<file path="src/sercfg_regs.vh">
`ifndef SERCFG_REGS_VH
`define SERCFG_REGS_VH
// ****************************************
// Register indices (byte address = 4 x index)
// ****************************************
`define SERCFG_IDX_SER_ADDR      5'h00
`define SERCFG_IDX_DES_ADDR      5'h01
`define SERCFG_IDX_SPREAD_RANGE  5'h02
`define SERCFG_IDX_SPREAD_CAL    5'h03
`define SERCFG_IDX_LINK_EN       5'h04
`define SERCFG_IDX_DRIVER        5'h05
`define SERCFG_IDX_RSVD6         5'h06
`define SERCFG_IDX_RSVD7         5'h07
`define SERCFG_IDX_LINE_FAULT    5'h08
`define SERCFG_IDX_RSVD12        5'h0c
`define SERCFG_IDX_INT_MAP_SKEW  5'h0d
`define SERCFG_IDX_IDENTITY      5'h1e
`define SERCFG_IDX_REVISION      5'h1f
// ****************************************
// Reset values
// ****************************************
`define SERCFG_RST_SER_ADDR      8'h80
`define SERCFG_RST_DES_ADDR      8'h90
`define SERCFG_RST_RANGE_LOW     5'h1f
`define SERCFG_RST_SPREAD_OFF    3'h0
`define SERCFG_RST_SPREAD_ON     3'h1
`define SERCFG_RST_SPREAD_CAL    8'h00
`define SERCFG_RST_LINK_LOW      7'h03
`define SERCFG_RST_DRIVER        8'h70
`define SERCFG_RST_RSVD6         8'h40
`define SERCFG_RST_RSVD7         8'h22
`define SERCFG_RST_LINE_FAULT    8'h0a
`define SERCFG_RST_RSVD12        8'h70
`define SERCFG_RST_INT_MAP_SKEW  8'h0f
`define SERCFG_LF_NO_FAULT       2'h2
// ****************************************
// Field positions
// ****************************************
`define SERCFG_BIT_SER_LINK_EN   7
`define SERCFG_BIT_CFG_LINK_EN   6
`define SERCFG_BIT_TEST_PAT_EN   5
`define SERCFG_BIT_SLEEP         4
`define SERCFG_BIT_REV_CH_EN     1
`define SERCFG_BIT_FWD_CH_EN     0
`define SERCFG_BIT_PKT_METHOD    7
`define SERCFG_BIT_FPLL_DIS      6
`define SERCFG_BIT_INT_SET       7
`define SERCFG_BIT_RSVD_BIT_DIS  4
`define SERCFG_BIT_AUDIO_EN      4
`define SERCFG_BIT_RSVD_ADDR     0
// ****************************************
// Timing
// ****************************************
`define SERCFG_STRAP_WAIT        3'h5
`endif

</file>
<file path="src/sercfg_bank.v">
// Chosen here: the Avalon-MM register port.
`timescale 1ns/1ps
`include "sercfg_regs.vh"
module sercfg_bank
#(
   parameter [7:0] IDENTITY_CODE = 8'h5a,   // Arbitrary value
   parameter [3:0] REVISION_CODE = 4'h1     // Arbitrary value
)
(
   // Clock and reset
   input  wire        clk,
   input  wire        rst_n,
   // Avalon-MM slave
   input  wire [6:0]  avs_address,
   input  wire        avs_read,
   input  wire        avs_write,
   input  wire [31:0] avs_writedata,
   input  wire [3:0]  avs_byteenable,
   output reg  [31:0] avs_readdata,
   output wire        avs_waitrequest,
   output reg  [1:0]  avs_response,
   // Strap pins
   input  wire        spread_enable_strap,
   input  wire        autostart_strap,
   input  wire        control_direction_strap,
   // Line fault monitor inputs
   input  wire [1:0]  negative_line_fault,
   input  wire [1:0]  positive_line_fault,
   // Data position 27 sources
   input  wire        reserved_input_bit,
   input  wire        first_aux_control_input,
   output reg         data_position_twenty_seven,
   // Configuration outputs
   output wire [6:0]  serializer_address_field,
   output wire [6:0]  deserializer_address_field,
   output wire [2:0]  spread_setting,
   output wire        audio_channel_enable,
   output wire [1:0]  pixel_clock_range,
   output wire [1:0]  serial_rate_range,
   output wire [1:0]  modulation_rate_calibration,
   output wire [5:0]  sawtooth_divider,
   output wire        sawtooth_auto_cal,
   output wire        serial_link_enable,
   output wire        configuration_link_enable,
   output wire        test_pattern_enable,
   output wire        sleep_mode,
   output wire [1:0]  interface_type,
   output wire        reverse_channel_enable,
   output wire        forward_channel_enable,
   output wire        packet_address_method,
   output wire        filter_pll_disable,
   output wire [1:0]  output_level,
   output wire [3:0]  preemphasis_level,
   output wire        interrupt_set,
   output wire        reserved_bit_disable,
   output wire [3:0]  clock_skew_adjust
);

   // ****************************************
   // Strap and fault input synchronisers
   // ****************************************
   reg  [6:0] sync1_q;
   reg  [6:0] sync2_q;
   reg  [6:0] sync3_q;
   reg  [6:0] stable_q;
   wire [6:0] pin_in;
   // Bit map: 6 direction, 5 autostart, 4 spread, 3:2 and 1:0 fault pairs
   assign pin_in = {control_direction_strap,
                    autostart_strap,
                    spread_enable_strap,
                    negative_line_fault,
                    positive_line_fault};

   // Reset image of the pin stages: fault monitors idle at the no-fault code,
   // so the status register reads clean from reset instead of a false fault
   localparam [6:0] SYNC_RST = {3'h0, `SERCFG_LF_NO_FAULT, `SERCFG_LF_NO_FAULT};

   // Three stages; a change counts only when stages two and three agree
   genvar gi;
   generate
      for (gi = 0; gi < 7; gi = gi + 1)
      begin : g_sync
         always @(posedge clk)
         begin
            if (!rst_n)
            begin
               sync1_q[gi]  <= SYNC_RST[gi];
               sync2_q[gi]  <= SYNC_RST[gi];
               sync3_q[gi]  <= SYNC_RST[gi];
               stable_q[gi] <= SYNC_RST[gi];
            end
            else
            begin
               sync1_q[gi] <= pin_in[gi];
               sync2_q[gi] <= sync1_q[gi];
               sync3_q[gi] <= sync2_q[gi];
               // Update only once stages two and three agree, so a pin edge
               // near the clock cannot load a half-settled level
               if (sync2_q[gi] == sync3_q[gi])
                  stable_q[gi] <= sync3_q[gi];
            end
         end
      end
   endgenerate

   // Filtered strap levels
   wire       cds_s   = stable_q[6];
   wire       autostart_strap_s = stable_q[5];
   wire       spread_enable_strap_s  = stable_q[4];

   // ****************************************
   // Strap capture after reset release
   // ****************************************
   // Straps need the synchroniser to fill before the reset values are final,
   // so the bus is held off with waitrequest until capture is done.
   // A strap that moves after capture is ignored until the next reset.
   localparam [2:0] STRAP_WAIT = `SERCFG_STRAP_WAIT;
   reg  [2:0] strap_cnt_q;
   reg        strap_done_q;
   wire       strap_load;
   assign strap_load = !strap_done_q && (strap_cnt_q == STRAP_WAIT);

   // Counter stops once capture is done, so straps are read once per reset
   always @(posedge clk)
   begin
      if (!rst_n)
      begin
         strap_cnt_q  <= 3'h0;
         strap_done_q <= 1'b0;
      end
      else if (!strap_done_q)
      begin
         strap_cnt_q  <= strap_cnt_q + 3'h1;
         strap_done_q <= strap_load;
      end
   end

   // ****************************************
   // Register storage
   // ****************************************
   // Writable configuration bytes
   reg  [7:0] ser_addr_q;
   reg  [7:0] des_addr_q;
   reg  [7:0] spread_range_q;
   reg  [7:0] spread_cal_q;
   reg  [7:0] link_en_q;
   reg  [7:0] driver_q;

   // Reserved bytes, writable and read back as stored
   reg  [7:0] rsvd6_q;
   reg  [7:0] rsvd7_q;
   reg  [7:0] rsvd12_q;

   // Interrupt, mapping and skew byte
   reg  [7:0] int_map_q;

   // ****************************************
   // Bus handshake
   // ****************************************
   // Every transfer after strap capture takes one wait state: the first cycle fetches read data
   // and the response into flops, the second drops waitrequest so the master
   // samples them at the very edge that accepts the request. This costs a
   // cycle per access but keeps the data outputs registered.
   localparam [1:0] RESP_OK  = 2'h0;
   localparam [1:0] RESP_ERR = 2'h2;
   wire [4:0] idx;
   wire       req;
   reg        ack_q;
   wire       first_cyc;
   wire       rd_go;
   wire       wr_go;
   wire       wr_b0;

   // Fetch cycle reads; a write lands only on the accepting edge, low lane only
   assign idx       = avs_address[6:2];
   assign req       = (avs_read || avs_write) && strap_done_q;
   assign first_cyc = req && !ack_q;
   assign rd_go     = first_cyc && avs_read;
   assign wr_go     = req && ack_q && avs_write;
   assign wr_b0     = wr_go && avs_byteenable[0];

   // Held off until straps are captured, then one wait state per request
   assign avs_waitrequest = !strap_done_q || ((avs_read || avs_write) && !ack_q);

   // Set on the fetch cycle, cleared again on the accepting edge
   always @(posedge clk)
   begin
      if (!rst_n)
         ack_q <= 1'b0;
      else
         ack_q <= first_cyc;
   end

   // Sleep reset value: wake only when local controller and autostart low
   wire sleep_rst;
   assign sleep_rst = cds_s | autostart_strap_s;

   // Writes, and strap-dependent defaults loaded once at capture
   always @(posedge clk)
   begin
      if (!rst_n)
      begin
         ser_addr_q     <= `SERCFG_RST_SER_ADDR;
         des_addr_q     <= `SERCFG_RST_DES_ADDR;
         spread_range_q <= {`SERCFG_RST_SPREAD_OFF, `SERCFG_RST_RANGE_LOW};
         spread_cal_q   <= `SERCFG_RST_SPREAD_CAL;
         link_en_q      <= {1'b0, `SERCFG_RST_LINK_LOW};
         driver_q       <= `SERCFG_RST_DRIVER;
         rsvd6_q        <= `SERCFG_RST_RSVD6;
         rsvd7_q        <= `SERCFG_RST_RSVD7;
         rsvd12_q       <= `SERCFG_RST_RSVD12;
         int_map_q      <= `SERCFG_RST_INT_MAP_SKEW;
      end
      else if (strap_load)
      begin
         // Straps load here only, once per reset
         spread_range_q[7:5] <= spread_enable_strap_s ? `SERCFG_RST_SPREAD_ON
                                       : `SERCFG_RST_SPREAD_OFF;
         link_en_q[`SERCFG_BIT_SER_LINK_EN] <= !autostart_strap_s;
         link_en_q[`SERCFG_BIT_SLEEP]       <= sleep_rst;
      end
      else if (wr_b0)
      begin
         case (idx)
            `SERCFG_IDX_SER_ADDR:     ser_addr_q <= {avs_writedata[7:1], 1'b0};
            `SERCFG_IDX_DES_ADDR:     des_addr_q <= {avs_writedata[7:1], 1'b0};
            `SERCFG_IDX_SPREAD_RANGE: spread_range_q <= avs_writedata[7:0];
            `SERCFG_IDX_SPREAD_CAL:   spread_cal_q   <= avs_writedata[7:0];
            `SERCFG_IDX_LINK_EN:      link_en_q      <= avs_writedata[7:0];
            `SERCFG_IDX_DRIVER:       driver_q       <= avs_writedata[7:0];
            `SERCFG_IDX_RSVD6:        rsvd6_q        <= avs_writedata[7:0];
            `SERCFG_IDX_RSVD7:        rsvd7_q        <= avs_writedata[7:0];
            `SERCFG_IDX_RSVD12:       rsvd12_q       <= avs_writedata[7:0];
            `SERCFG_IDX_INT_MAP_SKEW: int_map_q      <= avs_writedata[7:0];
            // Holes and read-only offsets store nothing
            default:                  ser_addr_q     <= ser_addr_q;
         endcase
      end
   end

   // ****************************************
   // Line fault status and read mux
   // ****************************************
   // Fault fields come straight from the filtered monitor inputs
   // Upper nibble is reserved and reads zero
   wire [7:0] line_fault;
   assign line_fault = {4'h0, stable_q[3:2], stable_q[1:0]};

   reg  [7:0] rd_byte;
   reg        rd_hit;
   // Read mux; a hole drops rd_hit for the error response
   always @*
   begin
      rd_hit  = 1'b1;
      rd_byte = 8'h00;
      case (idx)
         `SERCFG_IDX_SER_ADDR:     rd_byte = ser_addr_q;
         `SERCFG_IDX_DES_ADDR:     rd_byte = des_addr_q;
         `SERCFG_IDX_SPREAD_RANGE: rd_byte = spread_range_q;
         `SERCFG_IDX_SPREAD_CAL:   rd_byte = spread_cal_q;
         `SERCFG_IDX_LINK_EN:      rd_byte = link_en_q;
         `SERCFG_IDX_DRIVER:       rd_byte = driver_q;
         `SERCFG_IDX_RSVD6:        rd_byte = rsvd6_q;
         `SERCFG_IDX_RSVD7:        rd_byte = rsvd7_q;
         `SERCFG_IDX_LINE_FAULT:   rd_byte = line_fault;
         `SERCFG_IDX_RSVD12:       rd_byte = rsvd12_q;
         `SERCFG_IDX_INT_MAP_SKEW: rd_byte = int_map_q;
         `SERCFG_IDX_IDENTITY:     rd_byte = IDENTITY_CODE;
         `SERCFG_IDX_REVISION:     rd_byte = {4'h0, REVISION_CODE};
         default:                  rd_hit  = 1'b0;
      endcase
   end

   // Read data and response are registered on the fetch cycle and stand
   // through the accepting edge. Unmapped offsets answer with an error
   // response so software can tell a hole from a zero. Read-only targets
   // accept writes silently rather than flag an error.
   always @(posedge clk)
   begin
      if (!rst_n)
      begin
         avs_readdata <= 32'h0;
         avs_response <= RESP_OK;
      end
      else if (rd_go)
      begin
         avs_readdata <= {24'h0, rd_byte};
         avs_response <= rd_hit ? RESP_OK : RESP_ERR;
      end
      else if (first_cyc)
      begin
         // Write response: same decode, set before the write lands
         avs_response <= rd_hit ? RESP_OK : RESP_ERR;
      end
   end

   // ****************************************
   // Data position 27 mapping
   // ****************************************
   // One flop between the chosen source and the lane; the switch follows
   // the disable bit one cycle after the write lands
   always @(posedge clk)
   begin
      if (!rst_n)
         data_position_twenty_seven <= 1'b0;
      else if (int_map_q[`SERCFG_BIT_RSVD_BIT_DIS])
         data_position_twenty_seven <= first_aux_control_input;
      else
         data_position_twenty_seven <= reserved_input_bit;
   end

   // ****************************************
   // Field outputs
   // ****************************************
   // Fields are plain views of the flops, no extra decode delay
   // Device addresses, reserved bit 0 dropped
   assign serializer_address_field    = ser_addr_q[7:1];
   assign deserializer_address_field  = des_addr_q[7:1];

   // Spread, audio and range detection
   assign spread_setting              = spread_range_q[7:5];
   assign audio_channel_enable        = spread_range_q[`SERCFG_BIT_AUDIO_EN];
   assign pixel_clock_range           = spread_range_q[3:2];
   assign serial_rate_range           = spread_range_q[1:0];

   // Spread calibration
   assign modulation_rate_calibration = spread_cal_q[7:6];
   assign sawtooth_divider            = spread_cal_q[5:0];
   assign sawtooth_auto_cal           = (spread_cal_q[5:0] == 6'h00);

   // Link, sleep and control channel enables
   assign serial_link_enable          = link_en_q[`SERCFG_BIT_SER_LINK_EN];
   assign configuration_link_enable   = link_en_q[`SERCFG_BIT_CFG_LINK_EN];
   assign test_pattern_enable         = link_en_q[`SERCFG_BIT_TEST_PAT_EN];
   assign sleep_mode                  = link_en_q[`SERCFG_BIT_SLEEP];
   assign interface_type              = link_en_q[3:2];
   assign reverse_channel_enable      = link_en_q[`SERCFG_BIT_REV_CH_EN];
   assign forward_channel_enable      = link_en_q[`SERCFG_BIT_FWD_CH_EN];

   // Packet method, filter PLL and output driver
   assign packet_address_method       = driver_q[`SERCFG_BIT_PKT_METHOD];
   assign filter_pll_disable          = driver_q[`SERCFG_BIT_FPLL_DIS];
   assign output_level                = driver_q[5:4];
   assign preemphasis_level           = driver_q[3:0];

   // Interrupt, position 27 mapping and skew
   assign interrupt_set               = int_map_q[`SERCFG_BIT_INT_SET];
   assign reserved_bit_disable        = int_map_q[`SERCFG_BIT_RSVD_BIT_DIS];
   assign clock_skew_adjust           = int_map_q[3:0];

endmodule

</file>
<file path="config.mk">
export PLATFORM = sky130hd
export DESIGN_NAME = sercfg_bank
export DESIGN_NICKNAME = d
export VERILOG_FILES = /design/src/sercfg_bank.v
export VERILOG_INCLUDE_DIRS = /design/src /design/src/src
export SDC_FILE = /design/constraint.sdc
export NUM_CORES = 1
export LEC_CHECK = 0
export BUFFER_PORTS_ARGS = -buffer_cell sky130_fd_sc_hd__buf_2
export CELL_PAD_IN_SITES_DETAIL_PLACEMENT = 0
export CELL_PAD_IN_SITES_GLOBAL_PLACEMENT = 2
export CORE_ASPECT_RATIO = 1.2
export CORE_MARGIN = 4
export CORE_UTILIZATION = 31
export CTS_BUF_LIST = sky130_fd_sc_hd__clkbuf_16
export DETAILED_ROUTE_END_ITERATION = 8
export PLACE_DENSITY_LB_ADDON = 0.2
export REMOVE_ABC_BUFFERS = 1
export SLEW_MARGIN = 20
export SYNTH_ARGS = -nofsm -noshare
export SYNTH_HDL_FRONTEND = slang
export SYNTH_SLANG_ARGS = --single-unit
</file>
<file path="constraint.sdc">
create_clock -name clk -period 2.2 [get_ports clk]
set_input_delay 0.22 -clock clk [delete_from_list [all_inputs] [get_ports clk]]
set_output_delay 0.22 -clock clk [all_outputs]
set_load 0.1 [all_outputs]
</file>
==> metrics.txt, run 1 <==
status=completed; Slew Limit Fails=0; Worst Hold Class=in -> reg; CP Max Fanout=4; Post-Syn Instances=around 610; simple-gate portion of the synthesized area=0.232; all-layer global routing usage=0.189; r2r startpoint=strap_done_q; RSZ-0062 raised after global routing=false; Starting Density=0.316; pre-CTS WS=0.164 ns; DIE HEIGHT=152 um; Synth Area in Compound Gates=0.113; CTS Buf Count=17; Rel. slew slack=0.387; sequential element share of the synthesized area=0.453; final worst-path cycle share=0.954; DR vias/cell=between 5 and 6; Main synth FF type=dfxtp_1; row cnt=52; routed len/inst=roughly 19 um; Post-synth EDFFs=0; final hold vios=0; Remaining DRCs=0; H-tree levels=4; Pwr Total=approximately 5.7 mW; post-synthesis async set-or-reset flop share=0; largest family of logic cells by synthesized area=simple AND/OR/NAND/NOR gates; global-route wire length before repair=27800 um; GP Congestion=about 0.87; Pleak=approximately 2.8 nW; PortBufs=90; worst slew pin tran=roughly 0.91 ns; crit path DAT=1.88 ns; syn_area_per_cell=between 8 and 9 um^2; worst-skew pair later-pin latency=0.41 ns; Critical Path Sink Type=output pin; Sum Neg Setup Slack=0 ns; XOR/XNOR Fraction of Synth Area=0.00328; Clock Pin Slew Worst Setup and Hold Paths=0.06 ns; YS warnings=0; Worst EP required=slightly below 2 ns; P per Cell Area=~840 mW/mm^2; drt first pass iters=5; initial antenna violation count=1; Hold Startpoint=reserved_input_bit; Critical Path Start=spread_cal_q[2]; final core utilization=0.400; Post-DP Area=0.00606 mm^2; die area=0.0194 mm^2; share of cells above drive strength 1=0.244; hpwl dp=~13000 um; Via Count=around 4800; worst r2r dst=driver_q[4]; post-route cell area=0.00677 mm^2; hold path endpoint=data_position_twenty_seven; Worst R2R Setup Slack=0.27 ns; Die X=roughly 130 um; worst hold path depth=3; Area growth syn-to-layout=26.7%; grt ovf=0; Netlist Area Pre-Place=0.00535 mm^2; drt initial violations=about 360; Core ar.=around 0.017 mm^2; TritonCTS clock tree=built; Worst R2R Path Depth=6; startpoint types=flip-flop; Setup Skew=approximately 0.01 ns; Routed Antenna Nets=0; post-synthesis mux area share=0.117; crit path kind=reg -> out; Yosys reg bits=approximately 120; final worst setup slack=between 0.1 and 0.15 ns; Boundary Pins=145; CTS max path bufs=2; largest net degree at the start of global routing=between 40 and 50; max cap viols=0; vias in the first global route=about 4600; Min Clock Period, post-route=about 2.1 ns; # clock sinks=between 100 and 150; Max Freq=between 0.4 and 0.5 GHz; final net count=776; clock root buffer=clkbuf_16; Post-Route WL=18100 um; adder-cell share of the synthesized area=0.00468; VDD IR max=~0.00046 V; Final setup viols=0; synth unique cells=63
[per-layer routing]
layer	GRT usage	wire, um
met2	0.302	8770
met1	0.248	8050
met4	0.0652	333
met3	0.0456	969
met5	0	0
[state kept, by name, summed over array words and instances, names as in the netlist, 8 cells and up]
| name | count |
|---|---|
| spread_cal_q | 8 |
| int_map_q | 8 |
| spread_range_q | 8 |
| avs_readdata | 8 |
| rsvd7_q | 8 |
| driver_q | 8 |
| rsvd6_q | 8 |
| rsvd12_q | 8 |
| link_en_q | 8 |
[worst max path at each step]
stage / to
finish: sawtooth_auto_cal
global route: sawtooth_auto_cal
CTS: sawtooth_auto_cal
detailed placement: rsvd7_q[1]
global placement: rsvd7_q[1]
floorplan: sawtooth_auto_cal
[per-stage QoR]
step | hold WS [ns] | cells
after floorplan | 0.282 | 564
after global placement | 0.391 | 908
after detailed placement | 0.399 | 908
after CTS | 0.0286 | 947
after global routing | 0.0540 | 948
final | 0.0454 | 948
[cell usage after synthesis (5+ instances only)]
| master | n | area [um^2] |
|---|---|---|
| a21oi_1 | 34 | 170 |
| and3_1 | 5 | 31.3 |
| a211oi_1 | 5 | 37.5 |
| buf_2 | 9 | 45.0 |
| nand2b_1 | 7 | 43.8 |
| buf_4 | 31 | 233 |
| and2_1 | 19 | 119 |
| dfxtp_1 | 121 | 2420 |
| clkbuf_1 | 25 | 93.8 |
| nor3_1 | 5 | 25.0 |
| nand3_1 | 29 | 145 |
| o21ai_0 | 16 | 80.1 |
| mux2i_1 | 60 | 601 |
| nor2_1 | 64 | 240 |
| a22oi_1 | 8 | 60.1 |
| nand2_1 | 92 | 345 |
| a31oi_1 | 6 | 37.5 |
[where the power goes]
part / total [mW] / leakage, nW / switching [mW] / internal (mW)
clock: 2.95 / 0.299 / 1.06 / 1.90
sequential: 2.23 / 0.980 / 0.0140 / 2.22
combinational: 0.496 / 1.48 / 0.390 / 0.106
[cells by family (layout without fill, tap and decap cells)]
family,Yosys count,in the layout
compound gates,95,95
xor+xnor,2,2
fa+ha+maj,2,2
buf+inv,71,171
flops,121,121
mux,62,62
other cells,1,26
simple gates,253,253
[cells in the final DEF, fill, tap and decap left out, types with 3 or more instances in the layout]
| cell | count |
|---|---|
| a211oi_1 | 5 |
| a21oi_1 | 34 |
| a22o_1 | 4 |
| a22oi_1 | 8 |
| a31oi_1 | 6 |
| and2_1 | 19 |
| and3_1 | 5 |
| buf_2 | 89 |
| buf_4 | 37 |
| bufinv_16 | 4 |
| clkbuf_16 | 17 |
| clkinv_2 | 3 |
| clkinv_4 | 4 |
| clkinvlp_4 | 3 |
| conb_1 | 25 |
| dfxtp_1 | 121 |
| dlygate4sd3_1 | 7 |
| inv_1 | 3 |
| mux2i_1 | 60 |
| nand2_1 | 92 |
| nand2b_1 | 7 |
| nand3_1 | 29 |
| nor2_1 | 64 |
| nor2_4 | 3 |
| nor2b_1 | 3 |
| nor3_1 | 4 |
| o21ai_0 | 16 |
[layout make-up]
class | instances | area (um^2)
fill | 1734 | 10100
timing repair buffer | 135 | 825
sequential | 121 | 2420
multi-input combinational | 439 | 2610
tap | 216 | 270
inverter | 4 | 15.0
clock inverter | 15 | 201
clock buffer | 17 | 425
antenna | 1 | 2.50
[critical path, cell delays in order, from the launching register on]
cell and delay, ns:
dfxtp_1 0.36, or4_1 0.60, nor3_2 0.24, buf_6 0.27
[timing repair]
action                                  CTS  global route
endpoints found under the setup margin    1             1
resized for setup                         2             1
hold buffers                              7             0
setup buffers                             0             0
hold endpoints to repair                  7             0
Power figures use the tool's default switching activity.
==> run 2, diff against run 1 <==
==> constraint.sdc (replaced) <==
create_clock -name clk -period 2.1 [get_ports clk]
set_input_delay 0.21 -clock clk [delete_from_list [all_inputs] [get_ports clk]]
set_output_delay 0.21 -clock clk [all_outputs]
set_load 0.1 [all_outputs]
==> run 2 against run 1 <==
Sequential share of layout area down 0.16 points. Register-to-register slack worse by 0.15 ns. Setup slack better by 0.011 ns. Wire length up 1.3%. Non-clock buffer count up 8. Global-route usage up 0.074 points.
==> metrics.txt, run 2 (same netlist as run 1, synthesis figures left out) <==
Core ar.=0.0169 mm^2 (unchanged); Area growth syn-to-layout=27.2%; n_diodes=0 (-1); DR vias/cell=4.94 (-1.5%); crit path DAT=1.78 ns (-0.10 ns); Worst R2R Setup Slack=0.12 ns (-0.15 ns); final worst setup slack=0.112 ns (+0.0107 ns); final hold vios=0 (unchanged); commonest cells after routing, fill and taps aside=dfxtp_1 (121), nand2_1 (92), buf_2 (89); clock root buffer=clkbuf_16; VDD IR max=0.000477 V (+4.6%); Met1 Wirelength=8020 um (-0.30%); max cap viols=0 (unchanged); largest net degree at the start of global routing=33 (-30%); Post-DP Area=0.00614 mm^2 (+1.2%); PortBufs=90 (unchanged); die area=0.0194 mm^2 (unchanged); Critical Path Sink Type=output pin; CP Max Fanout=4 (unchanged); crit path kind=reg -> out; initial antenna violation count=0 (-1); Max Freq=0.503 GHz; Die X=128 um (unchanged); Post-Route WL=18400 um (+1.3%); GP Congestion=0.840 (-3.1%); Starting Density=0.316 (unchanged); RSZ-0062 raised after global routing=false; status=completed; grt ovf=0 (unchanged); worst slew pin tran=0.599 ns (-0.311 ns); Worst R2R Path Depth=5 (-1); Slew Limit Fails=0 (unchanged); Routed Antenna Nets=0 (unchanged); Boundary Pins=145 (unchanged); final net count=784 (+1.0%); routed len/inst=19.2 um (+0.60%); TritonCTS clock tree=built; Worst EP required=1.89 ns (-0.09 ns); Via Count=4717 (-0.76%); # clock sinks=121 (unchanged); global-route wire length before repair=27800 um (+0.10%); commonest non-fill, non-tap cell in the layout=dfxtp_1; final worst-path cycle share=0.947; Worst Hold Class=in -> reg; hpwl dp=13500 um (+1.6%); Met3 Routed Length=989 um (+2.1%); Clock Pin Slew Worst Setup and Hold Paths=0.06 ns (about the same); Sum Neg Setup Slack=0 ns (unchanged); r2r startpoint=strap_done_q; Remaining DRCs=0 (unchanged); CTS Buf Count=17 (unchanged); worst r2r dst=ser_addr_q[3]; Hold Startpoint=reserved_input_bit; Min Clock Period, post-route=approximately 2.0 ns; worst-skew pair later-pin latency=0.42 ns (about the same); routed wl met2=9150 um (+4.4%); Pwr Total=5.78 mW (+1.7%); drt first pass iters=5 (unchanged); Final setup viols=0 (unchanged); CTS max path bufs=2 (unchanged); hold path endpoint=data_position_twenty_seven; share of cells above drive strength 1=0.249 (+0.00548); drt initial violations=275 (-23%); Pleak=2.79 nW (+1.1%); all-layer global routing usage=0.189 (+0.000742); P per Cell Area=849 mW/mm^2 (+1.2%); worst hold path depth=3 (unchanged); Rel. slew slack=0.598 (+0.211); post-route cell area=0.00680 mm^2 (+0.46%); DIE HEIGHT=152 um (unchanged); DR top layer=met4; # fillers=1772 (+2.2%); H-tree levels=4 (unchanged); pre-CTS WS=0.127 ns (-0.0375 ns); Setup Skew=0.00802 ns (-0.00190 ns); startpoint types=flip-flop; row cnt=52 (unchanged); vias in the first global route=4566 (-1.4%)
run 2: cell count changes in the layout (fill, tap and decap cells not counted), moves of 2 or more:
cell / delta
buf_4: +8
clkinv_4: -4
clkinv_2: +2
clkinvlp_4: +2
run 2: per-layer routing:
metal	vias to the layer above	GRT usage
met5	-	0
met4	0	0.0465
met3	14	0.0425
met2	154	0.317
met1	2260	0.247
li1	2289	-
run 2: repair_timing:
action,CTS,global route
hold buffers,7,0
setup buffers,0,0
endpoints found under the hold margin,7,0
gates resized for setup,1,2
endpoints found under the setup margin,1,3
gates cloned,0,0
run 2: how the worst max path moves through the flow:
stage          slack (ns)             from           endpoint  cells past startpoint
2_1_floorplan       -1.42  spread_cal_q[2]  sawtooth_auto_cal                      2
3_3_place_gp         0.11   avs_address[2]    avs_readdata[2]                      7
3_5_place_dp         0.13   avs_address[2]    avs_readdata[6]                      7
4_1_cts              0.05  spread_cal_q[2]  sawtooth_auto_cal                      3
5_1_grt              0.01     strap_done_q      ser_addr_q[6]                      5
6_report             0.11  spread_cal_q[2]  sawtooth_auto_cal                      3
run 2: where the power goes:
group	internal, mW	switching (mW)	leakage (nW)
logic	0.117	0.412	1.53
registers	2.32	0.0149	0.980
clock network	1.84	1.07	0.279
run 2: worst max-delay path, stage by stage (launching register included):
cell and delay (ns):
dfxtp_1 0.34, or4_1 0.59, nor3_4 0.21, buf_12 0.21
run 2: stage by stage:
step                       util  hold WS [ns]  cells
after global routing      0.402        0.0371    955
after global placement    0.363         0.392    916
after detailed placement  0.363         0.391    916
final                     0.402        0.0317    955
after floorplan               -         0.272    564
after CTS                 0.402        0.0172    955
run 2: layout make-up:
cell class                      count  area [um^2]  share of cell area
Multi-Input combinational cell    439         2620               0.385
Sequential cell                   121         2420               0.356
Timing Repair Buffer              143          893               0.131
Clock buffer                       17          425              0.0625
Tap cell                          216          270              0.0397
Clock inverter                     15          160              0.0235
Inverter                            4         15.0             0.00221
==> run 3, diff against run 2 <==
--- a/config.mk
+++ b/config.mk
@@ -15,7 +15,6 @@
 export CTS_BUF_LIST = sky130_fd_sc_hd__clkbuf_16
 export DETAILED_ROUTE_END_ITERATION = 8
 export PLACE_DENSITY_LB_ADDON = 0.2
-export REMOVE_ABC_BUFFERS = 1
 export SLEW_MARGIN = 20
 export SYNTH_ARGS = -nofsm -noshare
 export SYNTH_HDL_FRONTEND = slang
==> run 3 against run 2 <==
Cell area down 1.1%. Critical endpoint unchanged. Maximum frequency down 1.6%. Hold slack better by 0.0082 ns. Largest cell class unchanged. Largest power group unchanged.
==> metrics.txt, run 3 (same netlist as run 1, synthesis figures left out) <==
routed len/inst=19.3 um (+0.67%); largest net degree at the start of global routing=62 (+88%); max cap viols=0 (unchanged); met1 global-route usage=0.247 (about the same); Area growth syn-to-layout=25.9%; r2r startpoint=strap_done_q; P per Cell Area=811 mW/mm^2 (-4.5%); commonest non-fill, non-tap cell in the layout=dfxtp_1; Post-DP Area=0.00614 mm^2 (about the same); Pwr Total=5.46 mW (-5.6%); Starting Density=0.316 (unchanged); Rel. slew slack=0.600 (+0.00165); n_diodes=0 (unchanged); Pleak=2.76 nW (-1.2%); Post-Route WL=18400 um (about the same); final worst-path cycle share=0.962 (+0.0156); clock root buffer=clkbuf_16; status=completed; CTS max path bufs=2 (unchanged); initial antenna violation count=0 (unchanged); CP Max Fanout=4 (unchanged); Via Count=4668 (-1.0%); hold path endpoint=data_position_twenty_seven; worst hold path depth=3 (unchanged); worst r2r dst=ser_addr_q[5]; Critical Path Sink Type=output pin; global-route wire length before repair=28000 um (+0.69%); Setup Skew=0.00786 ns (-0.000169 ns); DIE HEIGHT=152 um (unchanged); hpwl dp=13700 um (+0.92%); Min Clock Period, post-route=2.02 ns (+0.0327 ns); CTS Buf Count=17 (unchanged); # fillers=1774 (+0.11%); TritonCTS clock tree=built; commonest cells after routing, fill and taps aside=dfxtp_1 (121), nand2_1 (92), buf_2 (89); VDD IR max=0.000459 V (-3.9%); Remaining DRCs=0 (unchanged); Die X=128 um (unchanged); RSZ-0062 raised after global routing=false; die area=0.0194 mm^2 (unchanged); worst slew pin tran=0.592 ns (-0.00680 ns); Slew Limit Fails=0 (unchanged); Worst R2R Path Depth=5 (unchanged); Hold Startpoint=reserved_input_bit; worst-skew pair later-pin latency=0.41 ns (about the same); Worst R2R Setup Slack=0.20 ns (+0.08 ns); H-tree levels=4 (unchanged); drt initial violations=275 (unchanged); GP Congestion=0.879 (+4.6%); share of cells above drive strength 1=0.241 (-0.00751); met3 GRT Util=0.0456 (+0.00316); crit path DAT=1.81 ns (+0.03 ns); DR vias/cell=4.92 (-0.41%); crit path kind=reg -> out; Routed Antenna Nets=0 (unchanged); grt ovf=0 (unchanged); final net count=780 (-0.51%); final hold vios=0 (unchanged); vias in the first global route=4571 (+0.11%); final core utilization=0.398 (-0.00436); PortBufs=90 (unchanged); met2 Usage GRT=0.314 (-0.00300); post-CTS setup buffer count=0 (unchanged); Worst EP required=1.89 ns (about the same); Most Used Layer, Global Route=met2; Boundary Pins=145 (unchanged); # clock sinks=121 (unchanged); Max Freq=0.495 GHz (-1.6%); drt first pass iters=5 (unchanged); Final setup viols=0 (unchanged); Clock Pin Slew Worst Setup and Hold Paths=0.06 ns (about the same); Worst Hold Class=in -> reg; row cnt=52 (unchanged); all-layer global routing usage=0.191 (+0.00124); post-route cell area=0.00673 mm^2 (-1.1%); startpoint types=flip-flop; Core ar.=0.0169 mm^2 (unchanged)
run 3: metrics by stage:
step	hold slack [ns]	instances	TNS (ns)	worst slack, ns
6_report	0.0400	949	0	0.0792
5_1_grt	0.0254	949	0	0.00650
4_1_cts	0.0168	949	0	0.0347
3_5_place_dp	0.393	912	0	0.0659
3_3_place_gp	0.390	912	-0.0426	-0.0426
2_1_floorplan	0.283	631	-0.199	-0.199
run 3: repair_timing:
item / CTS / global route
endpoints found under the setup margin: 1 / 0
hold endpoints to repair: 7 / 0
resized for setup: 1 / 0
hold buffers: 7 / 0
run 3: final cells by class:
class | instances | area, um^2 | share of cell area
Inverter | 4 | 15.0 | 0.00223
Multi-Input combinational cell | 439 | 2620 | 0.389
Timing Repair Buffer | 139 | 888 | 0.132
Clock inverter | 13 | 91.3 | 0.0136
Sequential cell | 121 | 2420 | 0.360
Clock buffer | 17 | 425 | 0.0632
Tap cell | 216 | 270 | 0.0402
run 3: per-layer routing:
layer,share of wire,wire length (um)
met1,0.44,8140
met3,0.051,942
met2,0.49,8980
met4,0.016,299
met5,0,0
run 3: report_power, final:
group          switching (mW)  leakage, nW  internal, mW
clock network            1.01        0.264          1.58
logic                   0.411         1.51         0.118
registers              0.0142        0.980          2.32
total                    1.44         2.76          4.02
run 3: worst max path at each step:
stage	from	to	slack, ns	cells after the start
after CTS	spread_cal_q[2]	sawtooth_auto_cal	0.03	3
after detailed placement	avs_address[6]	avs_readdata[5]	0.07	7
after floorplan	spread_cal_q[2]	sawtooth_auto_cal	-0.20	2
final	spread_cal_q[2]	sawtooth_auto_cal	0.08	3
after global routing	spread_cal_q[2]	sawtooth_auto_cal	0.006	3
after global placement	avs_address[5]	avs_readdata[5]	-0.04	7
run 3: critical path: stages, from the launching register on:
cell	delay [ns]
dfxtp_1	0.35
or4_1	0.60
nor3_4	0.14
buf_4	0.31
